$ cat config.mk
export PLATFORM = sky130hd
export DESIGN_NAME = mdu_core
export DESIGN_NICKNAME = d
export VERILOG_FILES = /design/src/core/mdu_pkg.sv /design/src/core/mdu_step.sv /design/src/core/mdu_core.sv
export SDC_FILE = /design/constraint.sdc
export NUM_CORES = 1
export LEC_CHECK = 0
export BUFFER_PORTS_ARGS = -buffer_cell sky130_fd_sc_hd__buf_4
export CORE_MARGIN = 2
export CORE_UTILIZATION = 62
export DETAILED_ROUTE_END_ITERATION = 7
export PLACE_DENSITY = 0.77
export SLEW_MARGIN = 10
export SYNTH_ARGS = -nofsm -noshare
export SYNTH_HDL_FRONTEND = slang
export SYNTH_HIERARCHICAL = 1
export SYNTH_SLANG_ARGS = --single-unit
$ cat constraint.sdc
create_clock -name clock -period 3.3 [get_ports clock]
set_clock_uncertainty 0.2 [all_clocks]
set_input_delay 0.33 -clock clock [delete_from_list [all_inputs] [get_ports clock]]
set_output_delay 0.33 -clock clock [all_outputs]
set_load 0.02 [all_outputs]
$ cat src/core/mdu_pkg.sv
package mdu_pkg;

  // Register word indexes on the internal register port.
  localparam logic [2:0] ADDR_REMAINDER = 3'h0;
  localparam logic [2:0] ADDR_OPERAND_LOW = 3'h1;
  localparam logic [2:0] ADDR_OPERAND_HIGH = 3'h2;
  localparam logic [2:0] ADDR_OPERAND_B = 3'h3;
  localparam logic [2:0] ADDR_CONTROL = 3'h4;

  // Control register field positions.
  localparam int CTRL_START_BIT = 7;
  localparam int CTRL_MODE_BIT = 0;

  // Mode encoding of the mode select bit.
  localparam logic MODE_DIVIDE = 1'b0;
  localparam logic MODE_MULTIPLY = 1'b1;

  // Reset values.
  localparam logic [15:0] RESET_HALF = 16'h0000;
  localparam logic RESET_BIT = 1'b0;

  // Last step index of each operation (one short of its length in clocks), and the step counter width.
  localparam int CNT_W = 5;
  localparam logic [CNT_W-1:0] MUL_LAST_STEP = 5'h0F;
  localparam logic [CNT_W-1:0] DIV_LAST_STEP = 5'h1F;
  localparam logic [CNT_W-1:0] STEP_ONE = 5'h01;
  localparam logic [CNT_W-1:0] STEP_ZERO = 5'h00;

  // Merges a halfword write into an old value under the two byte enables.
  function automatic logic [15:0] merge_bytes(input logic [15:0] oldVal,
                                              input logic [15:0] newVal,
                                              input logic [1:0] byteEn);
    merge_bytes = oldVal;
    if (byteEn[0]) begin
      merge_bytes[7:0] = newVal[7:0];
    end
    if (byteEn[1]) begin
      merge_bytes[15:8] = newVal[15:8];
    end
  endfunction

endpackage

$ cat src/core/mdu_step.sv
`timescale 1ns/100ps
// One iteration of shift-add multiply or restoring divide.
module mdu_step (
  input wire logic modeMul, // High selects the multiply step.
  input wire logic [31:0] opResult, // Current operand/result value.
  input wire logic [15:0] remainder, // Current partial remainder.
  input wire logic [15:0] operandB, // Multiplier B or divisor.
  output logic [31:0] opResultNext, // Operand/result after this step.
  output logic [15:0] remainderNext // Remainder after this step.
);

  // Multiply: add B to the high half when the low bit is set, then shift right.
  wire logic [16:0] mulSum;
  wire logic [32:0] mulShift;
  assign mulSum = opResult[0] ? ({1'b0, opResult[31:16]} + {1'b0, operandB})
                              : {1'b0, opResult[31:16]};
  assign mulShift = {mulSum, opResult[15:0]};

  // Divide: shift the next dividend bit into the remainder and try a subtraction.
  wire logic [16:0] divTrial;
  wire logic [16:0] divDiff;
  wire logic divFits;
  assign divTrial = {remainder, opResult[31]};
  assign divDiff = divTrial - {1'b0, operandB};
  assign divFits = (divTrial >= {1'b0, operandB});

  // Result selection between the two modes; the remainder stays put in multiply.
  assign opResultNext = modeMul ? mulShift[32:1] : {opResult[30:0], divFits};
  assign remainderNext = modeMul ? remainder
                                 : (divFits ? divDiff[15:0] : divTrial[15:0]);

endmodule

$ cat src/core/mdu_core.sv
`timescale 1ns/100ps
// Sequential multiplier/divider with a halfword register port.
module mdu_core (
  input wire logic clock, // System clock, 25 MHz.
  input wire logic arst_n, // Asynchronous reset, active low.
  input wire logic [2:0] busAddr, // Register word index.
  input wire logic busWrEn, // Write strobe, one cycle.
  input wire logic busRdEn, // Read strobe, one cycle.
  input wire logic [1:0] busByteEn, // Byte enables for writes.
  input wire logic [15:0] busWrData, // Write data.
  output logic [15:0] busRdData, // Registered read data.
  output logic busRdValid, // Read data valid, one cycle.
  output logic arithDoneIrq // Completion interrupt pulse.
);

  // Architectural registers and sequencing state.
  logic [15:0] remainder_reg;
  logic [15:0] remainder_next;
  logic [31:0] opResult_reg;
  logic [31:0] opResult_next;
  logic [15:0] operandB_reg;
  logic [15:0] operandB_next;
  logic opStartBit_reg;
  logic opStartBit_next;
  logic opModeSelect_reg;
  logic opModeSelect_next;
  logic [mdu_pkg::CNT_W-1:0] stepCnt_reg;
  logic [mdu_pkg::CNT_W-1:0] stepCnt_next;
  logic donePending_reg;
  logic donePending_next;
  logic [15:0] rdData_reg;
  logic [15:0] rdData_next;
  logic rdValid_reg;
  logic irq_reg;

  // Address decode of the register port.
  // The remainder index decodes for reads only; writes to it change nothing.
  wire logic selRem;
  wire logic selLow;
  wire logic selHigh;
  wire logic selB;
  wire logic selCtrl;
  assign selRem = (busAddr == mdu_pkg::ADDR_REMAINDER);
  assign selLow = (busAddr == mdu_pkg::ADDR_OPERAND_LOW);
  assign selHigh = (busAddr == mdu_pkg::ADDR_OPERAND_HIGH);
  assign selB = (busAddr == mdu_pkg::ADDR_OPERAND_B);
  assign selCtrl = (busAddr == mdu_pkg::ADDR_CONTROL);

  // Control writes: new field values and start or stop events.
  wire logic ctrlWrite;
  wire logic wrStart;
  wire logic wrMode;
  wire logic startOp;
  wire logic stopOp;
  assign ctrlWrite = busWrEn && selCtrl && busByteEn[0];
  assign wrStart = busWrData[mdu_pkg::CTRL_START_BIT];
  assign wrMode = busWrData[mdu_pkg::CTRL_MODE_BIT];
  assign startOp = ctrlWrite && wrStart && !opStartBit_reg;
  assign stopOp = ctrlWrite && !wrStart && opStartBit_reg;

  // Mode decode shared by the step datapath and the completion count.
  wire logic isMulMode;
  assign isMulMode = (opModeSelect_reg == mdu_pkg::MODE_MULTIPLY);

  // Completion when the last step of the selected mode is taken.
  // The counter holds steps already taken, so the last index is one short of the length.
  wire logic [mdu_pkg::CNT_W-1:0] lastStep;
  wire logic finishOp;
  assign lastStep = isMulMode ? mdu_pkg::MUL_LAST_STEP
                              : mdu_pkg::DIV_LAST_STEP;
  assign finishOp = opStartBit_reg && (stepCnt_reg == lastStep);

  // Stepping runs while started; a stop on the final step edge loses to completion.
  wire logic stepEnable;
  assign stepEnable = opStartBit_reg && (!stopOp || finishOp);

  // One arithmetic step per clock while running.
  wire logic [31:0] stepOpResult;
  wire logic [15:0] stepRemainder;
  mdu_step mdu_step_inst (
    .modeMul(isMulMode),
    .opResult(opResult_reg),
    .remainder(remainder_reg),
    .operandB(operandB_reg),
    .opResultNext(stepOpResult),
    .remainderNext(stepRemainder)
  );

  // Software halfword writes merged into the current values.
  wire logic [15:0] lowWritten;
  wire logic [15:0] highWritten;
  wire logic [15:0] bWritten;
  assign lowWritten = mdu_pkg::merge_bytes(opResult_reg[15:0], busWrData, busByteEn);
  assign highWritten = mdu_pkg::merge_bytes(opResult_reg[31:16], busWrData, busByteEn);
  assign bWritten = mdu_pkg::merge_bytes(operandB_reg, busWrData, busByteEn);

  // Control register next state: start, self-clear at completion, software stop.
  // Completion clears start even when the same edge carries a software stop.
  always_comb begin
    opStartBit_next = opStartBit_reg;
    opModeSelect_next = opModeSelect_reg;
    if (ctrlWrite) begin
      opModeSelect_next = wrMode;
      opStartBit_next = wrStart;
    end
    if (finishOp) begin
      opStartBit_next = mdu_pkg::RESET_BIT;
    end
  end

  // Step counter restarts at each start and advances while running.
  // A stop or a completion returns it to zero so the next start counts afresh.
  always_comb begin
    stepCnt_next = stepCnt_reg;
    if (startOp || stopOp || finishOp) begin
      stepCnt_next = mdu_pkg::STEP_ZERO;
    end else if (opStartBit_reg) begin
      stepCnt_next = stepCnt_reg + mdu_pkg::STEP_ONE;
    end
  end

  // Remainder: cleared at start, stepped while running, never written by software.
  // Multiply steps pass the remainder through, so it stays zero to the end.
  always_comb begin
    remainder_next = remainder_reg;
    if (startOp) begin
      remainder_next = mdu_pkg::RESET_HALF;
    end else if (stepEnable) begin
      remainder_next = stepRemainder;
    end
  end

  // Operand/result: stepped from the clock after start; a software write wins on its whole halfword.
  // Byte writes during a run still land, which spoils the result of that run.
  always_comb begin
    opResult_next = opResult_reg;
    if (stepEnable) begin
      opResult_next = stepOpResult;
    end
    if (busWrEn && selLow) begin
      opResult_next[15:0] = lowWritten;
    end
    if (busWrEn && selHigh) begin
      opResult_next[31:16] = highWritten;
    end
    if (startOp && (wrMode == mdu_pkg::MODE_MULTIPLY)) begin
      opResult_next[31:16] = mdu_pkg::RESET_HALF;
    end
  end

  // Operand B is plain storage.
  assign operandB_next = (busWrEn && selB) ? bWritten : operandB_reg;

  // Done interrupt follows one clock after the start bit self-clears.
  // The extra cycle lets software see start low before the request arrives.
  assign donePending_next = finishOp;

  // Read multiplexer; unmapped indexes read zero.
  // The control word reads back only its start and mode bits.
  always_comb begin
    rdData_next = mdu_pkg::RESET_HALF;
    if (selRem) begin
      rdData_next = remainder_reg;
    end else if (selLow) begin
      rdData_next = opResult_reg[15:0];
    end else if (selHigh) begin
      rdData_next = opResult_reg[31:16];
    end else if (selB) begin
      rdData_next = operandB_reg;
    end else if (selCtrl) begin
      rdData_next[mdu_pkg::CTRL_START_BIT] = opStartBit_reg;
      rdData_next[mdu_pkg::CTRL_MODE_BIT] = opModeSelect_reg;
    end
  end

  // Arithmetic registers.
  always_ff @(posedge clock or negedge arst_n) begin
    if (!arst_n) begin
      remainder_reg <= mdu_pkg::RESET_HALF;
      opResult_reg <= {mdu_pkg::RESET_HALF, mdu_pkg::RESET_HALF};
      operandB_reg <= mdu_pkg::RESET_HALF;
    end else begin
      remainder_reg <= remainder_next;
      opResult_reg <= opResult_next;
      operandB_reg <= operandB_next;
    end
  end

  // Control and sequencing registers.
  // The step counter and the pending flag reset together with the control bits.
  always_ff @(posedge clock or negedge arst_n) begin
    if (!arst_n) begin
      opStartBit_reg <= mdu_pkg::RESET_BIT;
      opModeSelect_reg <= mdu_pkg::RESET_BIT;
      stepCnt_reg <= mdu_pkg::STEP_ZERO;
      donePending_reg <= mdu_pkg::RESET_BIT;
    end else begin
      opStartBit_reg <= opStartBit_next;
      opModeSelect_reg <= opModeSelect_next;
      stepCnt_reg <= stepCnt_next;
      donePending_reg <= donePending_next;
    end
  end

  // Output registers.
  // Read data holds between reads so a slow reader still sees it.
  always_ff @(posedge clock or negedge arst_n) begin
    if (!arst_n) begin
      rdData_reg <= mdu_pkg::RESET_HALF;
      rdValid_reg <= mdu_pkg::RESET_BIT;
      irq_reg <= mdu_pkg::RESET_BIT;
    end else begin
      rdData_reg <= busRdEn ? rdData_next : rdData_reg;
      rdValid_reg <= busRdEn;
      irq_reg <= donePending_reg;
    end
  end

  // Ports come straight from their flip-flops.
  assign busRdData = rdData_reg;
  assign busRdValid = rdValid_reg;
  assign arithDoneIrq = irq_reg;

endmodule

==> impl_results.md, run 1 <==
- Result of the run: complete, no violations
- Number of distinct library cells after synthesis: 88
- Core Rows: 38
- Wire length of the first global-routing pass: 31500 um
- Sum of negative setup slack: 0 ns
- Total wirelength of the detailed-routed design: 20200 um
- Routed vias: 6239
- Max Cap Violations: 0
- Worst Path Required: 3.35 ns
- Sequential power share: 27.6%
- Min-delay worst type: input pin to flop
- Clock latency reported for the late side of the worst-skew pair: 0.39 ns
- Fraction of synthesized cell area taken by the top area cell type: 32.3%
- Share of total power in combinational logic: 61.4%
- Type of origin of the critical path: flop
- Root buffer cell: clkbuf_8
- Number of enable flip-flop cells after synthesis: 0
- Crit Path Class: flop to flop
- Violation count after the first detailed-route iteration: 885
- Overall track demand over capacity in global routing: 34.7%
- Leading post-synthesis cells by instance count: 90 x dfrtp_1, 70 x inv_1, 62 x o21ai_0
- Critical-path top delay cell: dfrtp_1
- Areal power density over the cells: 968 mW/mm2
- Via count of the first global-routing pass: 5740
- Number of nets with antenna violations after routing: 0
- M1 GR Usage: 50.5%
- Cell types occupying the most area after synthesis: dfrtp_1 32%, ha_1 5.9%, mux2_2 5.0%
- Max stage delay on crit path: 0.43 ns
- Cell with the most instances after synthesis: dfrtp_1
- Cell family with most CP delay: compound AO/OA/AOI/OAI gates
- Floorplan die height: 110 um
- CTS HTree Levels: 3
- Net switching power: 3.42 mW
- Series of cell instances along the critical path: inv_1 -> ha_2 -> inv_1 -> fa_2 -> a211oi_4 -> nor3_1 -> nor3_2 -> o221ai_2 -> a21oi_1 -> xnor2_1 -> a221o_1 -> o21ai_0 -> o21ai_0
- Max-slew violation count: 0
- First-pass detailed-route iteration total: 5
- Post-synthesis net count: 798
- Peak clock frequency supported by timing: 0.314 GHz
- Via density per instance: 6.74
- VDD IR max: 0.556 mV
- Total die area: 0.0121 mm2
- Share of final-layout standard cells stronger than drive strength 1: 24.3%
- Post-synthesis instance area: 0.00697 mm2
- Commonest register cell after synthesis: dfrtp_1
- Worst-case headroom to the max-slew limit: 41.5%
- Number of flip-flops in the largest register: 32
- Number of buffers created by CTS: 9
- Placeable core region: 0.0109 mm2
- Number of register bits inferred by synthesis: 90
- Clock Tree Buf Depth: 2
- Static leakage power: 3.42 nW
- Min setup slack post-route: 0.112 ns
- HPWL after DPL: 14700 um
- Starting density of the core: 64.0%
- Largest area contributor in the synthesized netlist: dfrtp_1
- Power Internal: 4.03 mW
- Switching power as a share of total power: 45.9%
- Global Route met3 Usage: 4.47%
- Crit-path max FO: 4
- Number of sinks on the clock net: 90
- Finish-stage setup viols: 0
- Reg2Reg Depth: 13
- Actual transition at the worst max-transition pin: 0.873 ns
- Number of synthesis warnings: 6
- Final critical-path required period: 3.19 ns
- Signed area change from the synthesized netlist to the final layout: 10.5%
- Proportion of synthesized flip-flops having asynchronous set or reset: 100%
- Io pins: 43
- Worst slack at placement: 0.0300 ns
- Setup repair after global routing missed its margin: true
- Clock edge transition at the registers on the reported setup and hold paths: 0.10 ns
- Worst hold slack across all endpoints: 0.00631 ns
- Met2 capacity usage during global routing: 52.8%
- Layer carrying the most global-route usage: met2
- Overflow left after global routing: 0
- Port buffer count: 42
- ANT cells: 0
- Overall power: 7.45 mW
- Count of endpoints failing hold in the final timing report: 0
- Levels on crit path: 13
- Average wire per standard cell: 21.8 um
- TritonCTS clock tree: yes
- Seq/Total Area, Yosys: 32.3%
- Core Util, Final: 70.7%
- Die width: 110 um
- Count of cells along the worst hold path: 2
- Pin count of the biggest net entering global routing: 55
- RePlAce Congestion: 0.997
- Arr. time, crit path: 3.24 ns
- Number of antenna violations at the first check in global routing: 0
- Final period utilization: 96.6%
- Number of remaining DRC errors: 0
- Final nets: 841
- Element type at the critical path end: flop
- Gate Count Post-Synth: 738
- CP Buf/Inv Count: 2
- Average instance area after synthesis: 9.44 um2
- Clock network fraction of design power: 11.0%
## final timing paths
check	startpoint	endpoint	slack, ns
worst min-delay path	busWrData[2]	operandB_reg[2]	0.006
worst min register to register	donePending_reg	arithDoneIrq	0.17
min in group asynchronous	arst_n	stepCnt_reg[0]	0.34
worst max register to register	opResult_reg[31]	remainder_reg[12]	0.11
worst max-delay path	opResult_reg[31]	remainder_reg[12]	0.11
max in group asynchronous	arst_n	opResult_reg[19]	1.75
## cells in the final DEF, fill, tap and decap left out, types with 9 or more instances in the layout
cell	instances
xor2_1	14
mux4_2	14
clkbuf_8	10
o21ai_0	62
nand2_1	48
a21oi_1	36
a21o_1	13
o21ai_1	10
mux2i_1	23
xnor2_1	13
o22ai_1	19
a221oi_1	15
ha_1	32
mux2_2	31
inv_1	70
buf_4	66
nand3b_1	14
a22o_1	9
or2_2	15
dfrtp_1	89
nor2_1	31
nand3_1	10
o221a_2	16
## per-stage QoR
step                cells  area (um2)
finish                926        7690
detailed placement    899        7370
global route          926        7690
CTS                   919        7610
floorplan             738        6970
global placement      899        7370
## worst register-to-register path: stages (launching register included)
cell and delay (ns):
dfrtp_1 0.43, inv_1 0.14, ha_2 0.24, inv_1 0.06
fa_2 0.38, a211oi_4 0.28, nor3_1 0.12, nor3_2 0.28
o221ai_2 0.13, a21oi_1 0.17, xnor2_1 0.09, a221o_1 0.33
o21ai_0 0.09, o21ai_0 0.11
## what timing repair did
item,in CTS,in global routing
endpoints found under the setup margin,1,8
hold buffers,3,1
gates resized for setup,0,6
pin swaps,2,5
buffers inserted,1,6
endpoints found under the hold margin,54,1
## final cells by class
class                      count  area [um2]
clock inverter                 5        61.3
tap                          140         175
timing repair buffer          70         536
inverter                      71         267
sequential                    90        2250
clock buffer                  11         141
multi-input combinational    539        4260
fill                         815        3190
## power by group through the flow
stage	Clock [mW]	Combinational, mW	Sequential (mW)
floorplan	0	3.41	1.86
global placement	0	4.19	2.02
detailed placement	0	4.30	2.04
CTS	0.819	4.34	2.02
global route	0.874	4.95	2.10
finish	0.820	4.57	2.06
## metal layers
| metal | wire length (um) | up-vias |
|---|---|---|
| met5 | 0 | - |
| li1 | - | 2820 |
| met3 | 1800 | 54 |
| met1 | 8510 | 3035 |
| met2 | 9190 | 330 |
| met4 | 664 | 0 |
## cell families (layout without fill, tap and decap cells)
family | Yosys count | in the layout | share of synthesized area [%]
buffers and inverters | 109 | 157 | 6.93
XOR/XNOR | 27 | 27 | 3.39
AO/OA/AOI/OAI | 240 | 240 | 24.4
flip-flops | 90 | 90 | 32.3
adder cells (fa/ha/maj) | 35 | 35 | 6.50
AND/OR/NAND/NOR | 169 | 169 | 13.6
multiplexers | 68 | 68 | 12.8
Note: power is estimated with default switching activity, not from simulation.
==> inputs of run 2 (changes only) <==
CELL_PAD_IN_SITES_DETAIL_PLACEMENT = 2   (was unset)
CELL_PAD_IN_SITES_GLOBAL_PLACEMENT = 2   (was unset)
CORE_UTILIZATION = 43   (was 62)
PLACE_DENSITY = 0.83   (was 0.77)
clock period = 3.89 ns   (was 3.3 ns; I/O delays follow)
==> run 2 against run 1 <==
Against the previous run: die area grew 42%; global-route usage shrank 4.2 points; sequential share of layout area shrank 0.085 points; non-clock buffer count shrank 18; cell area grew 0.29%; clock-buffer cell count is the same; the flow now finishes with violations (hold timing); first-iteration DRC count shrank 58%; sequential power shrank 12%; hold slack lost 0.016 ns; via count grew 0.69%; register-to-register slack gained 0.31 ns; clock power grew 14%.
==> impl_results.md, run 2 (synthesis results as in run 1) <==
- Total die area: 0.0172 mm2 (+42%)
- Worst hold slack across all endpoints: -0.00959 ns (-0.0159 ns)
- Max Cap Violations: 0 (unchanged)
- Final critical-path required period: 3.47 ns (+0.277 ns)
- Sum of negative setup slack: 0 ns (unchanged)
- Clock latency reported for the late side of the worst-skew pair: 0.36 ns (-0.03 ns)
- Final period utilization: 89.1% (-7.5 points)
- Peak clock frequency supported by timing: 0.289 GHz (-8.0%)
- Starting density of the core: 43.9% (-20 points)
- Area post-placement: 0.00739 mm2 (+0.27%)
- Overall power: 6.73 mW (-9.6%)
- First-pass detailed-route iteration total: 5 (unchanged)
- Floorplan die height: 131 um (+19%)
- RePlAce Congestion: 0.902 (-9.6%)
- Worst-case headroom to the max-slew limit: 31.5% (-10 points)
- Via count of the first global-routing pass: 6889 (+20%)
- Areal power density over the cells: 873 mW/mm2 (-9.9%)
- Overflow left after global routing: 0 (unchanged)
- Pin count of the biggest net entering global routing: 73 (+33%)
- HPWL after DPL: 18800 um (+28%)
- Placeable core region: 0.0159 mm2 (+46%)
- Clock edge transition at the registers on the reported setup and hold paths: 0.07 ns (-0.03 ns)
- Worst slack at placement: 0.338 ns (+0.308 ns)
- Worst Path Required: 3.95 ns (+0.60 ns)
- Element type at the critical path end: flop
- CTS HTree Levels: 3 (unchanged)
- Arr. time, crit path: 3.52 ns (+0.28 ns)
- Port buffer count: 42 (unchanged)
- Result of the run: complete, but fails checks
- Crit Path Class: flop to flop
- Final design area excluding fillers: 0.00772 mm2 (+0.29%)
- Cells resized by post-CTS repair: 0 (unchanged)
- Clock Tree Buf Depth: 2 (unchanged)
- Die width: 131 um (+19%)
- Number of remaining DRC errors: 0 (unchanged)
- Reg2Reg Depth: 10 (-3)
- Setup repair after global routing missed its margin: false
- Top library cells by usage in the layout, fill and taps aside: 89 x dfrtp_1, 70 x inv_1, 62 x o21ai_0
- Min-delay worst type: input pin to async pin
- Most frequent standard cell in the layout excluding fill and tap cells: dfrtp_1
- Signed area change from the synthesized netlist to the final layout: 10.8%
- ANT cells: 0 (unchanged)
- Io pins: 43 (unchanged)
- Share of final-layout standard cells stronger than drive strength 1: 22.4% (-1.9 points)
- TritonCTS clock tree: yes
- Final nets: 823 (-2.1%)
- Finish-stage setup viols: 0 (unchanged)
- Average wire per standard cell: 26.2 um (+20%)
- Min setup slack post-route: 0.425 ns (+0.313 ns)
- Violation count after the first detailed-route iteration: 370 (-58%)
- Count of endpoints failing hold in the final timing report: 18 (+18)
- Core Util, Final: 48.6% (-22 points)
- Filler Cells Inserted: 1728 (+110%)
- Number of sinks on the clock net: 90 (unchanged)
- Number of antenna violations at the first check in global routing: 0 (unchanged)
- Root buffer cell: clkbuf_16
- Total wirelength of the detailed-routed design: 25800 um (+28%)
- VDD IR max: 0.305 mV (-45%)
- Via density per instance: 6.38 (-5.2%)
- Max-slew violation count: 0 (unchanged)
- Violations in the final reports: hold timing
- Number of nets with antenna violations after routing: 0 (unchanged)
- Wire length of the first global-routing pass: 41100 um (+31%)
- Overall track demand over capacity in global routing: 30.5% (-4.2 points)
- Core Rows: 46 (+21%)
- Number of buffers created by CTS: 9 (unchanged)
- Crit-path max FO: 8 (+4)
- Routed vias: 6282 (+0.69%)
- Number of flip-flops in the largest register: 32 (unchanged)
- Type of origin of the critical path: flop
- Static leakage power: 3.38 nW (-1.4%)
- Actual transition at the worst max-transition pin: 1.03 ns (+0.154 ns)
run 2: cell count changes in the layout (fill, tap and decap cells not counted), sizes merged:
cell / previous run / this run
buf: 66 / 52
inv: 72 / 73
clkinvlp: 0 / 2
clkinv: 3 / 0
dlygate4sd3: 4 / 0
run 2: worst max-delay path: stages, from the launching register on:
cell and delay, ns:
dfrtp_1 0.53, inv_1 0.10, ha_1 0.48, nand3_1 0.19, nor4_1 0.51, nor4_1 0.16
a22oi_4 0.29, mux2_2 0.37, o21ai_1 0.20, o21ai_0 0.19, o21ai_0 0.15
run 2: power by group:
group          switching (mW)  internal, mW  leakage [nW]  total [mW]
logic                    2.22          1.77          2.17        3.99
registers               0.558          1.26          1.06        1.81
clock network           0.412         0.521         0.143       0.933
run 2: what timing repair did:
action	CTS	global route
hold buffers	0	0
endpoints found under the setup margin	0	1
endpoints found under the hold margin	0	0
buffers inserted	0	3
run 2: worst paths after layout:
check | from | slack [ns] | endpoint
worst max-delay path | operandB_reg[10] | 0.42 | remainder_reg[0]
worst min-delay path | arst_n | -0.01 | busRdData[2]
max in group asynchronous | arst_n | 2.75 | opResult_reg[7]
worst min register to register | donePending_reg | 0.16 | arithDoneIrq
min in group clock | busRdEn | 0.08 | busRdValid
worst max register to register | operandB_reg[10] | 0.42 | remainder_reg[0]
run 2: metrics by stage:
| step | hold WS, ns | cells |
|---|---|---|
| after floorplan | -0.107 | 738 |
| after global placement | 0.141 | 965 |
| after detailed placement | 0.146 | 965 |
| after CTS | 0.0314 | 981 |
| after global routing | 0.0587 | 984 |
| final | -0.00959 | 984 |
run 2: final cells by class:
type / count / area, um2 / area share, %
well taps: 216 / 270 / 3.50
repair buffers: 52 / 390 / 5.06
flip-flops and latches: 90 / 2250 / 29.2
inverters: 71 / 267 / 3.45
multi-input cells: 539 / 4230 / 54.8
clock buffers: 11 / 243 / 3.15
clock inverters: 5 / 62.6 / 0.811
run 2: layer usage:
| layer | global-route usage [%] | wire [um] | vias to the layer above |
|---|---|---|---|
| li1 | - | - | 2783 |
| met3 | 4.51 | 1230 | 50 |
| met4 | 10.7 | 643 | 0 |
| met2 | 52.5 | 12800 | 178 |
| met1 | 39.2 | 11100 | 3271 |
| met5 | 0 | 0 | - |
==> inputs of run 3 (changes only) <==
ABC_AREA = 1   (was unset)
CORE_UTILIZATION = 37   (was 43)
PLACE_DENSITY = 0.82   (was 0.83)
==> run 3 against run 2 <==
Against the previous run: the flow still finishes with violations (hold timing); largest cell class unchanged; non-clock buffer count down 2; global-route usage is 1.3 points lower; first-iteration DRC count down 7.0%; largest power group unchanged; via count up 24%; combinational power fell by 3%; hold slack worse by 0.024 ns; register-to-register slack better by 0.63 ns; area after synthesis increased by 5.5%; clock power shrank 2%; core utilization is 6.5 points lower; critical path depth rose by 3; die area is 22% higher.
==> impl_results.md, run 3 <==
- Post-synthesis net count: 1201 (+51%)
- Sum of negative setup slack: 0 ns (unchanged)
- Cell types occupying the most area after synthesis: dfrtp_1 31%, nand2_1 22%, o21ai_0 7.3%
- Share of final-layout standard cells stronger than drive strength 1: 11.5% (-11 points)
- Result of the run: complete, but fails checks
- Signed area change from the synthesized netlist to the final layout: 11.3%
- Number of nets with antenna violations after routing: 0 (unchanged)
- Number of antenna violations at the first check in global routing: 0 (unchanged)
- VDD IR max: 0.279 mV (-8.6%)
- CTS HTree Levels: 3 (unchanged)
- Finish-stage setup viols: 0 (unchanged)
- Count of endpoints failing hold in the final timing report: 22 (+4)
- Switching power as a share of total power: 53.8% (+6.4 points)
- Net switching power: 3.48 mW (+9.0%)
- Number of distinct library cells after synthesis: 37 (-58%)
- Die width: 145 um (+10%)
- Share of total power in combinational logic: 60.0% (+0.8 points)
- Clock Tree Buf Depth: 2 (unchanged)
- Final critical-path required period: 2.83 ns (-0.631 ns)
- Crit Reg-Reg Endpoint: remainder_reg[4]
- Floorplan die height: 145 um (+10%)
- Launching point of the worst reg2reg path: operandB_reg[7]
- Number of sinks on the clock net: 90 (unchanged)
- HPWL after DPL: 23200 um (+24%)
- Core Rows: 51 (+11%)
- Proportion of synthesized flip-flops having asynchronous set or reset: 100% (unchanged)
- Wire length of the first global-routing pass: 47900 um (+17%)
- Gate Count Post-Synth: 1141 (+55%)
- Number of enable flip-flop cells after synthesis: 0 (unchanged)
- Final period utilization: 72.9% (-16 points)
- Static leakage power: 4.40 nW (+30%)
- Type of origin of the critical path: flop
- ANT cells: 0 (unchanged)
- Root buffer cell: clkbuf_16
- Port buffer count: 42 (unchanged)
- Overflow left after global routing: 0 (unchanged)
- Minimum setup slack among reg-to-reg paths: 1.06 ns (+0.63 ns)
- Number of register bits inferred by synthesis: 90 (unchanged)
- Total die area: 0.0210 mm2 (+22%)
- Commonest register cell after synthesis: dfrtp_1
- Final nets: 1228 (+49%)
- Average wire per standard cell: 21.2 um (-19%)
- Seq/Total Area, Yosys: 30.6% (-1.7 points)
- Actual transition at the worst max-transition pin: 0.972 ns (-0.0554 ns)
- Post-CTS setup-driven buffer insertion count: 0 (unchanged)
- Number of remaining DRC errors: 0 (unchanged)
- Average instance area after synthesis: 6.44 um2 (-32%)
- Pin count of the biggest net entering global routing: 67 (-8.2%)
- Number of flip-flops in the largest register: 32 (unchanged)
- Max-slew violation count: 0 (unchanged)
- Leading post-synthesis cells by instance count: 428 x nand2_1, 140 x inv_1, 107 x o21ai_0
- Top library cells by usage in the layout, fill and taps aside: 428 x nand2_1, 140 x inv_1, 107 x o21ai_0
- Via count of the first global-routing pass: 8321 (+21%)
- Io pins: 43 (unchanged)
- Largest area contributor in the synthesized netlist: dfrtp_1
- Crit Path Class: flop to flop
- Starting density of the core: 37.8% (-6.1 points)
- Worst-case headroom to the max-slew limit: 35.2% (+3.8 points)
- Via density per instance: 5.43 (-15%)
- Placeable core region: 0.0195 mm2 (+23%)
- First-pass detailed-route iteration total: 5 (unchanged)
- Arr. time, crit path: 2.85 ns (-0.67 ns)
- Sequential power share: 25.8% (-1.1 points)
- Setup repair after global routing missed its margin: false
- Routed vias: 7802 (+24%)
- Total wirelength of the detailed-routed design: 30400 um (+18%)
- Reg2Reg Depth: 13 (+3)
- TritonCTS clock tree: yes
- Violation count after the first detailed-route iteration: 344 (-7.0%)
- Areal power density over the cells: 790 mW/mm2 (-9.5%)
- Overall track demand over capacity in global routing: 29.2% (-1.3 points)
- Clock edge transition at the registers on the reported setup and hold paths: 0.08 ns (about the same)
- Element type at the critical path end: flop
- Cells resized by post-CTS repair: 0 (unchanged)
- RePlAce Congestion: 0.895 (-0.70%)
- Hold-fix buffers, CTS: 0 (unchanged)
- Cell with the most instances after synthesis: nand2_1
- Fraction of synthesized cell area taken by the top area cell type: 30.6% (-1.7 points)
- Worst Path Required: 3.90 ns (-0.05 ns)
- Post-synthesis instance area: 0.00735 mm2 (+5.5%)
- Min-delay worst type: input pin to async pin
- Peak clock frequency supported by timing: 0.353 GHz (+22%)
- Worst hold slack across all endpoints: -0.0341 ns (-0.0245 ns)
- Core Util, Final: 42.0% (-6.5 points)
- Violations in the final reports: hold timing
- Power Internal: 2.99 mW (-16%)
- Max Cap Violations: 0 (unchanged)
- Number of buffers created by CTS: 9 (unchanged)
- Most frequent standard cell in the layout excluding fill and tap cells: nand2_1
- Number of synthesis warnings: 6 (unchanged)
- Crit-path max FO: 17 (+9)
- Clock network fraction of design power: 14.2% (+0.3 points)
- Clock latency reported for the late side of the worst-skew pair: 0.36 ns (about the same)
[run 3: cell count changes in the layout (fill, tap and decap cells not counted), sizes merged, moves of 13 or more]
cell / change
nand2: +402
nand3: +93
inv: +83
o21ai: +48
mux2: -31
nor2: +27
mux2i: -23
o22ai: -20
a221oi: -16
o221a: -16
a21o: -15
mux4: -14
o22a: +13
[run 3: kinds of logic after synthesis]
family | count (synthesis) | synth area share, %
XOR/XNOR | 14 | 1.67
buffers and inverters | 188 | 10.4
AND/OR/NAND/NOR | 638 | 37.7
adder cells (fa/ha/maj) | 35 | 6.16
AO/OA/AOI/OAI | 176 | 13.4
flip-flops | 90 | 30.6
[run 3: worst max-delay path by stage]
stage | depth (start not counted) | startpoint | slack (ns) | end
after floorplan | 13 | opResult_reg[16] | 1.63 | opResult_reg[23]
after detailed placement | 16 | operandB_reg[7] | 1.14 | opResult_reg[0]
after CTS | 13 | operandB_reg[7] | 1.11 | remainder_reg[2]
final | 13 | operandB_reg[7] | 1.06 | remainder_reg[4]
after global placement | 13 | opResult_reg[16] | 1.15 | opResult_reg[23]
after global routing | 16 | operandB_reg[2] | 0.86 | opResult_reg[0]
[run 3: final cells by class]
| cell class | count | area, um2 |
|---|---|---|
| inverters | 154 | 578 |
| multi-input cells | 863 | 4330 |
| clock inverters | 7 | 73.8 |
| fillers | 2457 | 11300 |
| repair buffers | 50 | 388 |
| well taps | 265 | 332 |
| clock buffers | 9 | 225 |
| flip-flops and latches | 90 | 2250 |
[run 3: power groups by stage]
stage	clock [mW]	combinational [mW]	sequential, mW
after floorplan	0	2.77	1.51
after global placement	0	3.65	1.66
after detailed placement	0	3.81	1.67
after CTS	0.927	3.86	1.66
after global routing	0.965	4.37	1.70
final	0.916	3.88	1.67
[run 3: worst max-delay path: stages (launching register included)]
cell and delay [ns]:
dfrtp_1 0.52, inv_1 0.11, ha_1 0.39, nand2_2 0.13
nor2_2 0.15, nand3_1 0.12, nand3_2 0.13, nand2_4 0.16
nand2_4 0.31, nand2_1 0.11, nand3_1 0.10, o21ai_0 0.10
nand2_1 0.08, o21ai_0 0.08
[run 3: per-stage QoR]
step	std cells	instance area [um2]	hold slack (ns)	power, mW	setup slack, ns
after floorplan	1141	7350	-0.107	4.28	1.63
after global placement	1422	7880	0.133	5.31	1.15
after detailed placement	1422	7880	0.145	5.48	1.14
after CTS	1438	8180	0.00692	6.44	1.11
after global routing	1438	8180	0.0346	7.03	0.857
final	1438	8180	-0.0341	6.46	1.06
[run 3: per-layer routing]
| metal | vias up | global-route usage (%) | routed length (um) |
|---|---|---|---|
| met2 | 143 | 50.0 | 14600 |
| met1 | 3942 | 38.9 | 14200 |
| met5 | - | 0 | 0 |
| met3 | 42 | 2.61 | 807 |
| li1 | 3675 | - | - |
| met4 | 0 | 9.60 | 848 |
